### src/design/srsel_pkg.sv
/*
 * srsel_pkg: constants, state and carrier types of the stream redundancy selector.
 * Assumes a single 100 MHz clock; long counts are overridden as top parameters in simulation.
 */
// How it works
// - restore last on-line stream after power-up
// - manual mode follows local stream selector
// - auto mode swaps on fault if off-line serviceable
// - changeover completes within one second maximum
// - tx RF, rx RF, IF commands pulse together
// - latching coils pulsed only on a change
// - decode each stream into warm-up and hardware
// - warm-up alarm from reference oscillator not stable
// - config input ignores warm-up alarms on both
// - monitor RF switch tell-back, flag switch fault
// - manual choice local or remote selection input
// - separate selected and fault status outputs
// - remote reports faults, takes mode, selection, amplifier
// - amplifier inhibit disables both, overrides all
// - switch fault indicator blanked five seconds
// - warm-up swap only to fully healthy stream
// - hardware fault ranks above warm-up alarm
package srsel_pkg;

    // clock and times
    localparam int unsigned CLK_HZ      = 100_000_000;  // system clock rate
    localparam int unsigned CYC_PER_MS  = CLK_HZ / 1000; // cycles in one millisecond
    localparam int unsigned SW_MAX_MS   = 1000;          // longest switching sequence
    localparam int unsigned SW_TYP_MS   = 200;           // typical switching sequence, used as coil pulse
    localparam int unsigned BLANK_MS    = 5000;          // switch fault indicator dark time
    localparam int unsigned SW_MAX_CYC  = SW_MAX_MS * CYC_PER_MS; // longest time rounds down, exact here
    localparam int unsigned SW_TYP_CYC  = SW_TYP_MS * CYC_PER_MS;
    localparam int unsigned BLANK_CYC   = BLANK_MS * CYC_PER_MS;

    // stream encoding
    localparam logic        STREAM_1    = 1'h0;          // stream 1 on line
    localparam logic        STREAM_2    = 1'h1;          // stream 2 on line
    localparam logic        RST_STREAM  = STREAM_1;      // held only until the stored choice loads

    // health rank, worse is larger
    localparam logic [1:0]  RANK_OK     = 2'h0;
    localparam logic [1:0]  RANK_WARM   = 2'h1;
    localparam logic [1:0]  RANK_HW     = 2'h2;

    // alarm lines of one transceiver
    typedef struct packed {
        logic ref_warm;   // reference oscillator not yet stable
        logic conv;       // converter module fault
        logic lna;        // lna fault
        logic amp;        // amplifier module fault, latched
        logic temp;       // amplifier temperature alarm
        logic fan;        // amplifier fan fault, latched
        logic out;        // amplifier output alarm
    } srsel_alarm_t;

    // status outputs
    typedef struct packed {
        logic sel1;       // stream 1 selected
        logic sel2;       // stream 2 selected
        logic sw_fault;   // switch fault
        logic fault1;     // stream 1 fault
        logic fault2;     // stream 2 fault
    } srsel_status_t;

    // one coil command set, one bit per stream
    typedef struct packed {
        logic [1:0] tx_rf;  // transmit RF switch coils
        logic [1:0] rx_rf;  // receive RF switch coils
        logic [1:0] if_rly; // IF latching relay coils
    } srsel_coil_t;

    // amplifier control selector
    typedef enum logic [1:0] {
        SRSEL_AMP_INHIBIT,
        SRSEL_AMP_REMOTE,
        SRSEL_AMP_ACTIVATE
    } srsel_amp_t;

    // changeover sequencer
    typedef enum logic [1:0] {
        SRSEL_BOOT,
        SRSEL_IDLE,
        SRSEL_PULSE,
        SRSEL_SETTLE
    } srsel_state_t;

endpackage : srsel_pkg

### src/design/srsel_top.sv
/*
 * srsel_top: on-line stream selection, latching coil pulses, switch supervision,
 * indicators and remote monitor outputs of a one-for-one redundancy controller.
 * Assumes synchronous inputs, a non-volatile store outside that presents the last
 * choice at power-up, and tell-back contacts that read one-hot per switch.
 */
`timescale 1ns/1ps
module srsel_top
    import srsel_pkg::*;
#(
    parameter int unsigned SW_MAX = SW_MAX_CYC,   // longest switching time in cycles
    parameter int unsigned COIL   = SW_TYP_CYC,   // coil pulse length in cycles
    parameter int unsigned BLANK  = BLANK_CYC     // switch fault indicator dark time
) (
    input  wire logic         mclk_in,            // system clock
    input  wire logic         sys_rst_in,         // synchronous reset, active high
    input  srsel_alarm_t      alarm_in [2],       // transceiver alarm lines
    input  wire logic         ign_warm_in,        // config: ignore warm-up alarms
    input  wire logic         fan_en_in,          // config: recognise fan faults
    input  wire logic         auto_in,            // local mode switch, high = auto
    input  wire logic         rem_manual_in,      // remote forces manual mode
    input  wire logic         local_sel_in,       // local stream selector, high = stream 2
    input  wire logic         rem_sel_en_in,      // remote selection takes over
    input  wire logic         rem_sel_in,         // remote stream choice, high = stream 2
    input  srsel_amp_t        amp_ctl_in,         // amplifier control selector
    input  wire logic         rem_amp_act_in,     // remote activate request
    input  wire logic [1:0]   tx_tell_in,         // transmit switch tell-back, one bit per stream
    input  wire logic [1:0]   rx_tell_in,         // receive switch tell-back, one bit per stream
    input  wire logic         nv_stream_in,       // stored on-line stream
    output srsel_coil_t       coil_out,           // coil commands
    output logic              nv_write_out,       // store pulse for the stored stream
    output logic              nv_stream_out,      // value to store
    output srsel_status_t     status_out,         // local indicators
    output srsel_status_t     rem_status_out,     // remote monitor outputs
    output logic [1:0]        amp_en_out          // amplifier enable per stream
);

    ////////////////////////////////////////////////////////////////////////////
    // declarations
    logic [1:0]     rank [2];          // health rank per stream
    logic           amp_inh;           // inhibit position
    logic           manual;            // manual mode in force
    logic           man_choice;        // manual stream choice
    logic           want_swap;         // auto decision to swap
    logic           target;            // stream wanted on line
    logic           tell_ok;           // tell-back matches selection
    logic           any_fault;         // health of stream seen as fault

    srsel_state_t   state;             // sequencer state
    srsel_state_t   next_state;
    logic           sel;               // stream on line
    logic           next_sel;
    logic [31:0]    cnt;               // pulse and settle timer
    logic [31:0]    next_cnt;
    logic [31:0]    blank;             // indicator dark timer
    logic [31:0]    next_blank;
    logic [1:0]     coil;              // active coil, one-hot or idle
    logic [1:0]     next_coil;
    logic           sw_fault;          // supervised switch fault
    logic           next_sw_fault;
    logic           nv_wr;             // store pulse
    logic           next_nv_wr;

    srsel_status_t  stat;              // registered indicators
    srsel_status_t  next_stat;
    logic [1:0]     amp_en;            // registered amplifier enables
    logic [1:0]     next_amp_en;

    ////////////////////////////////////////////////////////////////////////////
    // alarm decode
    srsel_health u_health (
        .mclk_in     (mclk_in),
        .sys_rst_in  (sys_rst_in),
        .alarm_in    (alarm_in),
        .ign_warm_in (ign_warm_in),
        .fan_en_in   (fan_en_in),
        .amp_inh_in  (amp_inh),
        .rank_out    (rank)
    );

    ////////////////////////////////////////////////////////////////////////////
    // selection decision
    assign amp_inh    = (amp_ctl_in == SRSEL_AMP_INHIBIT);
    // either panel can force manual
    assign manual     = ~auto_in | rem_manual_in;
    // remote selection overrides the local selector
    assign man_choice = rem_sel_en_in ? rem_sel_in : local_sel_in;
    // swap only toward a strictly healthier stream
    assign want_swap  = (rank[sel] > rank[~sel]);

    always_comb begin
        if (manual) begin
            target = man_choice;
        end else if (want_swap) begin
            target = ~sel;
        end else begin
            target = sel;
        end
    end

    // tell-back agrees with selection on both switches
    assign tell_ok = (tx_tell_in == (sel ? 2'h2 : 2'h1)) && (rx_tell_in == (sel ? 2'h2 : 2'h1));

    ////////////////////////////////////////////////////////////////////////////
    // changeover sequencer, next values
    always_comb begin
        next_state    = state;
        next_sel      = sel;
        next_cnt      = cnt;
        next_coil     = 2'h0;
        next_sw_fault = sw_fault;
        next_nv_wr    = 1'h0;
        // dark timer runs down to zero
        next_blank    = (blank != 32'h0) ? blank - 32'h1 : 32'h0;
        case (state)
            SRSEL_BOOT: begin
                // restore the stored stream, no coil pulse: the switches held it
                next_sel   = nv_stream_in;
                next_cnt   = 32'h0;
                next_state = SRSEL_SETTLE;
            end
            SRSEL_IDLE: begin
                if (target != sel) begin
                    // one changeover drives all three paths
                    next_sel   = target;
                    next_coil  = target ? 2'h2 : 2'h1;
                    next_cnt   = 32'h0;
                    next_blank = BLANK;
                    next_nv_wr = 1'h1;
                    next_state = SRSEL_PULSE;
                end else if (!tell_ok) begin
                    next_sw_fault = 1'h1;
                end
            end
            SRSEL_PULSE: begin
                // coil held only for the pulse time
                next_cnt  = cnt + 32'h1;
                next_coil = coil;
                if (cnt >= COIL - 1) begin
                    next_coil  = 2'h0;
                    next_state = SRSEL_SETTLE;
                end
            end
            SRSEL_SETTLE: begin
                // sequence ends at tell-back match or the maximum time
                next_cnt = cnt + 32'h1;
                if (tell_ok) begin
                    next_sw_fault = 1'h0;
                    next_state    = SRSEL_IDLE;
                end else if (cnt >= SW_MAX - 1) begin
                    next_sw_fault = 1'h1;
                    next_state    = SRSEL_IDLE;
                end
            end
            default: begin
                next_state = SRSEL_IDLE;
            end
        endcase
    end

    // changeover sequencer, registers
    always_ff @(posedge mclk_in) begin
        if (sys_rst_in) begin
            state    <= SRSEL_BOOT;
            sel      <= RST_STREAM;
            cnt      <= 32'h0;
            blank    <= BLANK;            // dark after power-up
            coil     <= 2'h0;
            sw_fault <= 1'h0;
            nv_wr    <= 1'h0;
        end else begin
            state    <= next_state;
            sel      <= next_sel;
            cnt      <= next_cnt;
            blank    <= next_blank;
            coil     <= next_coil;
            sw_fault <= next_sw_fault;
            nv_wr    <= next_nv_wr;
        end
    end

    ////////////////////////////////////////////////////////////////////////////
    // indicators and amplifier control, next values
    always_comb begin
        // one-hot selection indicators
        next_stat.sel1     = (sel == STREAM_1);
        next_stat.sel2     = (sel == STREAM_2);
        // fault masked while dark
        next_stat.sw_fault = sw_fault & (blank == 32'h0);
        next_stat.fault1   = (rank[0] != RANK_OK);
        next_stat.fault2   = (rank[1] != RANK_OK);
        // only the on-line amplifier may run
        case (amp_ctl_in)
            SRSEL_AMP_INHIBIT:  next_amp_en = 2'h0;
            SRSEL_AMP_ACTIVATE: next_amp_en = sel ? 2'h2 : 2'h1;
            SRSEL_AMP_REMOTE:   next_amp_en = rem_amp_act_in ? (sel ? 2'h2 : 2'h1) : 2'h0;
            default:            next_amp_en = 2'h0;
        endcase
    end

    // indicators and amplifier control, registers
    always_ff @(posedge mclk_in) begin
        if (sys_rst_in) begin
            stat   <= '0;
            amp_en <= 2'h0;
        end else begin
            stat   <= next_stat;
            amp_en <= next_amp_en;
        end
    end

    ////////////////////////////////////////////////////////////////////////////
    // outputs
    // every path gets the same coil in the same cycle
    assign coil_out.tx_rf  = coil;
    assign coil_out.rx_rf  = coil;
    assign coil_out.if_rly = coil;
    assign nv_write_out    = nv_wr;
    assign nv_stream_out   = sel;
    assign status_out      = stat;
    assign rem_status_out  = stat;
    assign amp_en_out      = amp_en;

endmodule : srsel_top

### src/design/srsel_health.sv
/*
 * srsel_health: per-stream alarm decoding into a health rank.
 * Assumes alarm lines are synchronous and already debounced.
 */
`timescale 1ns/1ps
module srsel_health
    import srsel_pkg::*;
(
    input  wire logic         mclk_in,      // system clock
    input  wire logic         sys_rst_in,   // synchronous reset
    input  srsel_alarm_t      alarm_in [2], // alarm lines per stream
    input  wire logic         ign_warm_in,  // ignore warm-up alarms
    input  wire logic         fan_en_in,    // recognise fan faults
    input  wire logic         amp_inh_in,   // inhibit clears latched faults
    output logic [1:0]        rank_out [2]  // health rank per stream
);

    ////////////////////////////////////////////////////////////////////////////
    // one decoder per stream
    genvar g;
    generate
        for (g = 0; g < 2; g++) begin : g_strm
            logic latch;       // held amplifier or fan fault
            logic next_latch;  // next value of latch
            logic hw;          // any hardware fault
            logic warm;        // warm-up alarm seen

            // latched faults stay until the amplifier is inhibited;
            // a fault still present during inhibit sets again, so set wins over clear
            always_comb begin
                next_latch = alarm_in[g].amp | (alarm_in[g].fan & fan_en_in) | (latch & ~amp_inh_in);
            end

            always_ff @(posedge mclk_in) begin
                if (sys_rst_in) begin
                    latch <= 1'h0;
                end else begin
                    latch <= next_latch;
                end
            end

            // two conditions per stream
            assign hw   = latch | alarm_in[g].conv | alarm_in[g].lna | alarm_in[g].temp
                        | alarm_in[g].out;
            assign warm = alarm_in[g].ref_warm & ~ign_warm_in;

            // hardware outranks warm-up
            assign rank_out[g] = hw ? RANK_HW : (warm ? RANK_WARM : RANK_OK);
        end
    endgenerate

endmodule : srsel_health

### config.mk
export PLATFORM = sky130hd
export DESIGN_NAME = srsel_top
export DESIGN_NICKNAME = d
export VERILOG_FILES = /design/src/design/srsel_pkg.sv /design/src/design/srsel_top.sv /design/src/design/srsel_health.sv
export SDC_FILE = /design/constraint.sdc
export NUM_CORES = 1
export LEC_CHECK = 0
export BUFFER_PORTS_ARGS = -buffer_cell sky130_fd_sc_hd__buf_2
export CORE_MARGIN = 2
export CORE_UTILIZATION = 50
export CTS_BUF_LIST = sky130_fd_sc_hd__clkbuf_16
export CTS_CLUSTER_SIZE = 25
export DETAILED_ROUTE_END_ITERATION = 7
export PLACE_DENSITY = 0.7
export RECOVER_POWER = 25
export SETUP_SLACK_MARGIN = 0.02
export SLEW_MARGIN = 20
export SYNTH_ARGS = -nofsm -noshare
export SYNTH_HDL_FRONTEND = slang
export SYNTH_SLANG_ARGS = --single-unit
### constraint.sdc
create_clock -name mclk_in -period 4.1 [get_ports mclk_in]
set_input_delay 0.205 -clock mclk_in [delete_from_list [all_inputs] [get_ports mclk_in]]
set_output_delay 0.205 -clock mclk_in [all_outputs]
set_load 0.02 [all_outputs]
# ---- Yosys cells after proc, flatten, opt, wreduce, memory -nomap -nowiden
# Cells that the tools add are included.
dict set report word_totals {
  ff_bits 80
  latch_bits 0
  ram_bits 0
  romBits 0
  inputBits 31
  output_inout_bits 20
  wordCells 114
  mem_count 0
}
dict set report op_classes {
  n_addsub 2
  n_mul 0
  n_div 0
  n_lt_le_gt_ge 5
  n_eq_ne 13
  shift 0
  mux 38
  n_bitwise 27
  reduce_logical 14
}
# cell count
set ops {}
lappend ops {{two-way mux 32 bit} 4}
lappend ops {{case mux 32 bit (3 select lines)} 1}
lappend ops {{two-way mux 2 bit} 17}
lappend ops {{adder 32 x 1 -> 32 bit (second input constant)} 1}
lappend ops {{>= comparator 32 x 25 -> 1 bit (second input constant)} 1}
lappend ops {{>= comparator 32 x 27 -> 1 bit (second input constant)} 1}
lappend ops {{zero test 32 bit} 1}
lappend ops {{nonzero test 32 bit} 1}
lappend ops {{subtractor 32 x 1 -> 32 bit (second input constant)} 1}
lappend ops {{OR 1 bit} 13}
lappend ops {{two-way mux 1 bit} 11}
lappend ops {{inequality test 2 bit (second input constant)} 4}
lappend ops {{case mux 2 bit (2 select lines)} 2}
lappend ops {{case mux 2 bit (4 select lines)} 1}
lappend ops {{nonzero test 2 bit} 4}
lappend ops {{AND 1 bit} 7}
lappend ops {{equality test 2 bit (second input constant)} 3}
lappend ops {{inverter 1 bit} 5}
lappend ops {{equality test 2 x 1 -> 1 bit (second input constant)} 2}
lappend ops {{equality test 2 bit} 2}
lappend ops {{>= comparator 2 bit (second input constant)} 2}
lappend ops {{zero test 2 bit} 2}
lappend ops {{inverter 1 -> 2 bit} 2}
lappend ops {{case mux 1 bit (2 select lines)} 2}
lappend ops {{8 further kinds} 9}

# ---- Depth between registers and ports, before layout
dict set report logic_depth {
  ltp_word 14
  mapped_depth 18
  depth_no_buf 17
}

# ---- Modules after synthesis
# From an unflattened synthesis, not the netlist that was laid out.
dict set report hier_totals {
  cells_unflattened 477
  area_unflattened_um2 3981.3
}
# module instances cells_each area_per_inst_um2 seq_area_each_um2
set by_module_without_submodules {}
lappend by_module_without_submodules {srsel_top 1 458 3834.9 1561.5}
lappend by_module_without_submodules {srsel_health 1 19 146.4 40.0}

# ---- Worst setup path before layout
# OpenSTA, ideal clock, no wires.
dict set report synth_timing {
  kind {flip-flop to flip-flop}
  from {register u_health.g_strm[0].latch}
  to {register cnt[15]}
  setup_ns 0.065
  arrival_ns 3.267
  required_time_ns 4.035
  slack_ns 0.768
  stages_incl_launch_ff 18
  path_buffers 1
  period_less_slack_ns 3.332
  cell_sequence {dfxtp_1 -> or4_1 -> nor2_1 -> nand2_1 -> o21ai_0 -> nand2b_1 -> ha_1 -> nand2_1 -> o21ai_0 -> xnor2_1 -> a31oi_1 -> inv_1 -> ha_1 -> a21o_1 -> clkbuf_1 -> nand2_1 -> mux2_2 -> nor2_1}
}
dict set report synth_between {
  elab_chain_len 13
  elab_cells_between_ends 16
  classes_between {1 x order compare; 2 x eq/ne; 9 x mux; 4 x bitwise}
}
# item line_no
set synth_rtl {}
lappend synth_rtl {{start: declaration} srsel_health.sv:23} ;# logic latch;
lappend synth_rtl {{start signal: assignment} srsel_health.sv:38} ;# latch <= next_latch;
lappend synth_rtl {{OR 1 bit (*) (3 in a row)} srsel_health.sv:43} ;# assign hw = latch | alarm_in[g].conv | alarm_in[g].lna | alarm_in[g].temp
lappend synth_rtl {{OR 1 bit (*)} srsel_health.sv:44} ;# | alarm_in[g].out;
lappend synth_rtl {{two-way mux 2 bit (*)} srsel_health.sv:48} ;# assign rank_out[g] = hw ? RANK_HW : (warm ? RANK_WARM : RANK_OK);
lappend synth_rtl {{two-way mux 2 bit (not written as such) (3 in a row)} srsel_top.sv:89} ;# assign want_swap = (rank[sel] > rank[~sel]);
lappend synth_rtl {{greater-than comparator 2 bit (*)} srsel_top.sv:89}
lappend synth_rtl {{two-way mux 1 bit (*)} srsel_top.sv:94} ;# end else if (want_swap) begin
lappend synth_rtl {{two-way mux 1 bit (*)} srsel_top.sv:92} ;# if (manual) begin
lappend synth_rtl {{inequality test 1 bit (*)} srsel_top.sv:123} ;# if (target != sel) begin
lappend synth_rtl {{inequality test 2 bit (no line) (*)} n/a}
lappend synth_rtl {{end signal: assignment} srsel_top.sv:174} ;# cnt <= next_cnt;
lappend synth_rtl {{end: declaration} srsel_top.sv:53} ;# logic [31:0] cnt;
# Mark *: on every way between the ends. The rest lies on a longest branch, timed or not. The select of a mux whose other input is x is not followed.
# A chain may end at the register's enable or synchronous reset.

# ---- Worst setup path in the final report
dict set report layout_timing {
  from {register u_health.g_strm[0].latch}
  to {register cnt[18]}
}
# The elaborated chain is that of the path after synthesis.

==> metrics.md <==
| Metric | Value |
|---|---|
| Logic pwr share | `14.5%` |
| Syn avg cell area | `8.48 um2` |
| Count of flip-flops with a built-in enable after synthesis | `0` |
| Drt pass-1 iters | `5` |
| Number of distinct library cells after synthesis | `61` |
| Pwr Density | `440 mW/mm2` |
| Worst-Margin Slew | `2.21 ns` |
| Filler cells | `726` |
| Area of all placed cells without fillers | `0.00459 mm2` |
| Detailed-placement wirelength estimate | `6000 um` |
| Remaining DRCs | `0` |
| Ys Warns | `0` |
| Drt wl/cell | `13.9 um` |
| Vias in the first global route | `3171` |
| Post-Route WL | `8650 um` |
| Starting Density | `51.7%` |
| Fin Setup TNS | `0 ns` |
| Largest net degree at the start of global routing | `53` |
| Core area | `0.00777 mm2` |
| Initial antenna violation count | `0` |
| Hold Crit Class | `in -> reg` |
| Maximum clock path buffer count | `2` |
| # IOs | `51` |
| Netlist Area Pre-Place | `0.00401 mm2` |
| CTS tree | `done` |
| Die extent in x | `93.6 um` |
| Initial drt markers | `157` |
| Worst endpoint required time | `4.23 ns` |
| Worst Skew | `0.00522 ns` |
| Site Rows | `32` |
| Most area-hungry cell type in the Yosys netlist | `dfxtp_1` |
| Critical path type | `reg -> reg` |
| Final ANT Viol Nets | `0` |
| R2r setup slk | `0.52 ns` |
| Layout area overhead | `14.5%` |
| Sequential share of the synthesized area | `39.9%` |
| Clock power share | `42.2%` |
| Maximum vdd drop | `0.258 mV` |
| Max-cap check violation count | `1` |
| Switch share | `26.8%` |
| Worst Setup End Kind | `register` |
| Commonest cells in the netlist | `dfxtp_1, nor2_1, nand2_1, xnor2_1, nor3_1` |
| Via-to-Cell Ratio | `5.55` |
| Max-slew headroom | `-47.2%` |
| Leading cell type by number of instances after synthesis | `dfxtp_1` |
| Status | `complete, but fails checks` |
| Ys async rst share | `0%` |
| CTS buffer count | `9` |
| CP max-delay cell | `or4_1` |
| Gate count after technology mapping | `473` |
| Failing checks | `max-capacitance violations, max-slew violations` |
| Syn nets | `514` |
| Critical-path cell list | `or4_1, nor2_1, nand2_1, o21ai_0, nand2b_1, ha_1, nand2_1, o21ai_0, xnor2_1, a31oi_1, inv_1, ha_1, a21o_1, buf_4, o211ai_1, o31a_1, nor2_1` |
| Slew Viols, Final | `53` |
| Lkg Pwr | `1.65 nW` |
| Total GRT Usage | `20.4%` |
| Synthesis-stage register bit count | `80` |
| CP max FO | `12` |
| Crit. Startpoint | `u_health.g_strm[0].latch` |
| Synth area leaders | `dfxtp_1, nor2_1, xnor2_1` |
| IO buf count | `50` |
| Final net count | `557` |
| R2r worst-path depth | `17` |
| Crit path DAT | `3.72 ns` |
| Sequential Area | `0.00160 mm2` |
| Reg-to-Reg Start | `u_health.g_strm[0].latch` |
| Int Power | `0.00148 W` |
| Grt total ovfl | `0` |
| Placed Area | `0.00430 mm2` |
| FF-to-FF End | `cnt[18]` |
| Primary FF master, synth | `dfxtp_1` |
| Clk slew on worst S/H paths | `0.06 ns` |
| Multi-input logic area | `0.00221 mm2` |
| Via count | `3460` |
| Share of layout cells above drive strength 1 | `14.4%` |
| Hold_buf cts | `0` |
| Die Y | `93.6 um` |
| Final worst-path cycle share | `87.3%` |
| RSZ-0062 raised after global routing | `false` |
| Final hold vios | `0` |
| # setup viols final | `0` |
| Net switching power | `0.000542 W` |
| Area share of the largest cell type after synthesis | `39.9%` |
| Clock sink count | `80` |
| RePlAce Congestion | `0.773` |
| Clk_lat worst skew | `0.33 ns` |
| # diodes | `0` |
| First-pass GRT wire length | `14500 um` |
| Nature of the critical path startpoint | `register` |
| Clock root buffer | `clkbuf_16` |
| Buffer count from post-CTS setup fixing | `0` |
| Max incr delay on CP | `0.50 ns` |
| DIE AREA | `0.00876 mm2` |
| Fmax | `279 MHz` |
| Min Clock Period, post-route | `3.58 ns` |
| CTS H-Tree Depth | `3` |
| End point of the critical path | `cnt[18]` |
| Post_cts resized | `0` |
| Part of the power in registers | `43.3%` |
critical path, delay by kind of cell, from the launching register on:
| kind | cells | cell delay, ns |
|---|---|---|
| AND/OR/NAND/NOR | 6 | 0.99 |
| adder cells (fa/ha/maj) | 2 | 0.64 |
| buffers and inverters | 2 | 0.28 |
| AO/OA/AOI/OAI | 6 | 1.02 |
| XOR/XNOR | 1 | 0.13 |
| flip-flops | 1 | 0.31 |
power groups by stage:
stage	registers (W)	clock network (W)	logic (W)
floorplan	0.000883	0	0.000232
global placement	0.000888	0	0.000292
detailed placement	0.000891	0	0.000294
CTS	0.000875	0.000867	0.000299
global route	0.000884	0.000905	0.000335
finish	0.000876	0.000852	0.000293
registers in the layout, indices dropped and copies added, names as in the netlist:
| signal | cells |
|---|---|
| blank | 32 |
| cnt | 32 |
| rem_status_out | 5 |
| amp_en_out | 2 |
| coil | 2 |
| state | 2 |
| u_health.g_strm.latch | 2 |
| nv_stream_out | 1 |
| nv_write_out | 1 |
| sw_fault | 1 |
layer usage:
layer,global-route usage [%],routed length (um)
met5,0,0
met4,5.92,53
met3,4.75,502
met2,32.2,3920
met1,27.8,4170
placed cells by master (no fill, tap or decap), types with 3 or more instances in the layout:
cell       count
dfxtp_1       80
nor2_1        66
nand2_1       35
buf_2         30
xnor2_1       24
nor3_1        22
a21oi_1       21
clkbuf_1      20
nand3_1       18
inv_1         16
o21ai_0       14
xor2_1        11
nand4_1       10
ha_1          10
o211ai_1       9
nor4_1         9
clkbuf_16      9
nand2b_1       8
mux2_2         7
or4_1          6
and3_1         6
or3_1          6
a22oi_1        6
buf_4          6
o31a_1         4
nand3b_1       4
or2_2          4
mux2i_1        3
a31oi_1        3
and2_1         3
o311ai_0       3
o21ai_1        3
cell type report:
cell class	instances	share of cell area (%)
Clock buffer	9	4.90
Clock inverter	7	2.07
Inverter	17	1.39
Multi-Input combinational cell	352	48.1
Sequential cell	80	34.9
Tap cell	102	2.78
Timing Repair Buffer	56	5.88
logic make-up (layout without fill, tap and decap cells):
family | Yosys count | after routing | synth area share, %
AOI/OAI and AO/OA | 81 | 81 | 13.4
adders and majority gates | 10 | 10 | 3.12
DFF | 80 | 80 | 39.9
buffers and inverters | 41 | 89 | 5.02
muxes | 10 | 10 | 2.71
and+or+nand+nor | 216 | 216 | 28.2
xor gates and xnor gates | 35 | 35 | 7.64
per-stage QoR:
stage               instances  setup slack [ns]  power, W  hold slack, ns  util, %
CTS                       623             0.533   0.00204          0.0933     59.5
global route              623             0.217   0.00212           0.107     59.1
global placement          607             0.691   0.00118           0.424     55.3
finish                    623             0.519   0.00202          0.0901     59.1
detailed placement        607             0.565   0.00118           0.427     55.3
floorplan                 473             0.768   0.00112           0.331        -
worst min path at each step:
| stage | startpoint | depth (start not counted) | end | slack, ns |
|---|---|---|---|---|
| 6_report | alarm_in[10] | 3 | u_health.g_strm[0].latch | 0.09 |
| 5_1_grt | alarm_in[10] | 3 | u_health.g_strm[0].latch | 0.11 |
| 4_1_cts | alarm_in[3] | 3 | u_health.g_strm[1].latch | 0.09 |
| 3_5_place_dp | alarm_in[10] | 3 | u_health.g_strm[0].latch | 0.43 |
| 3_3_place_gp | alarm_in[10] | 3 | u_health.g_strm[0].latch | 0.42 |
| 2_1_floorplan | alarm_in[10] | 2 | u_health.g_strm[0].latch | 0.33 |
Power figures use the tool's default switching activity.
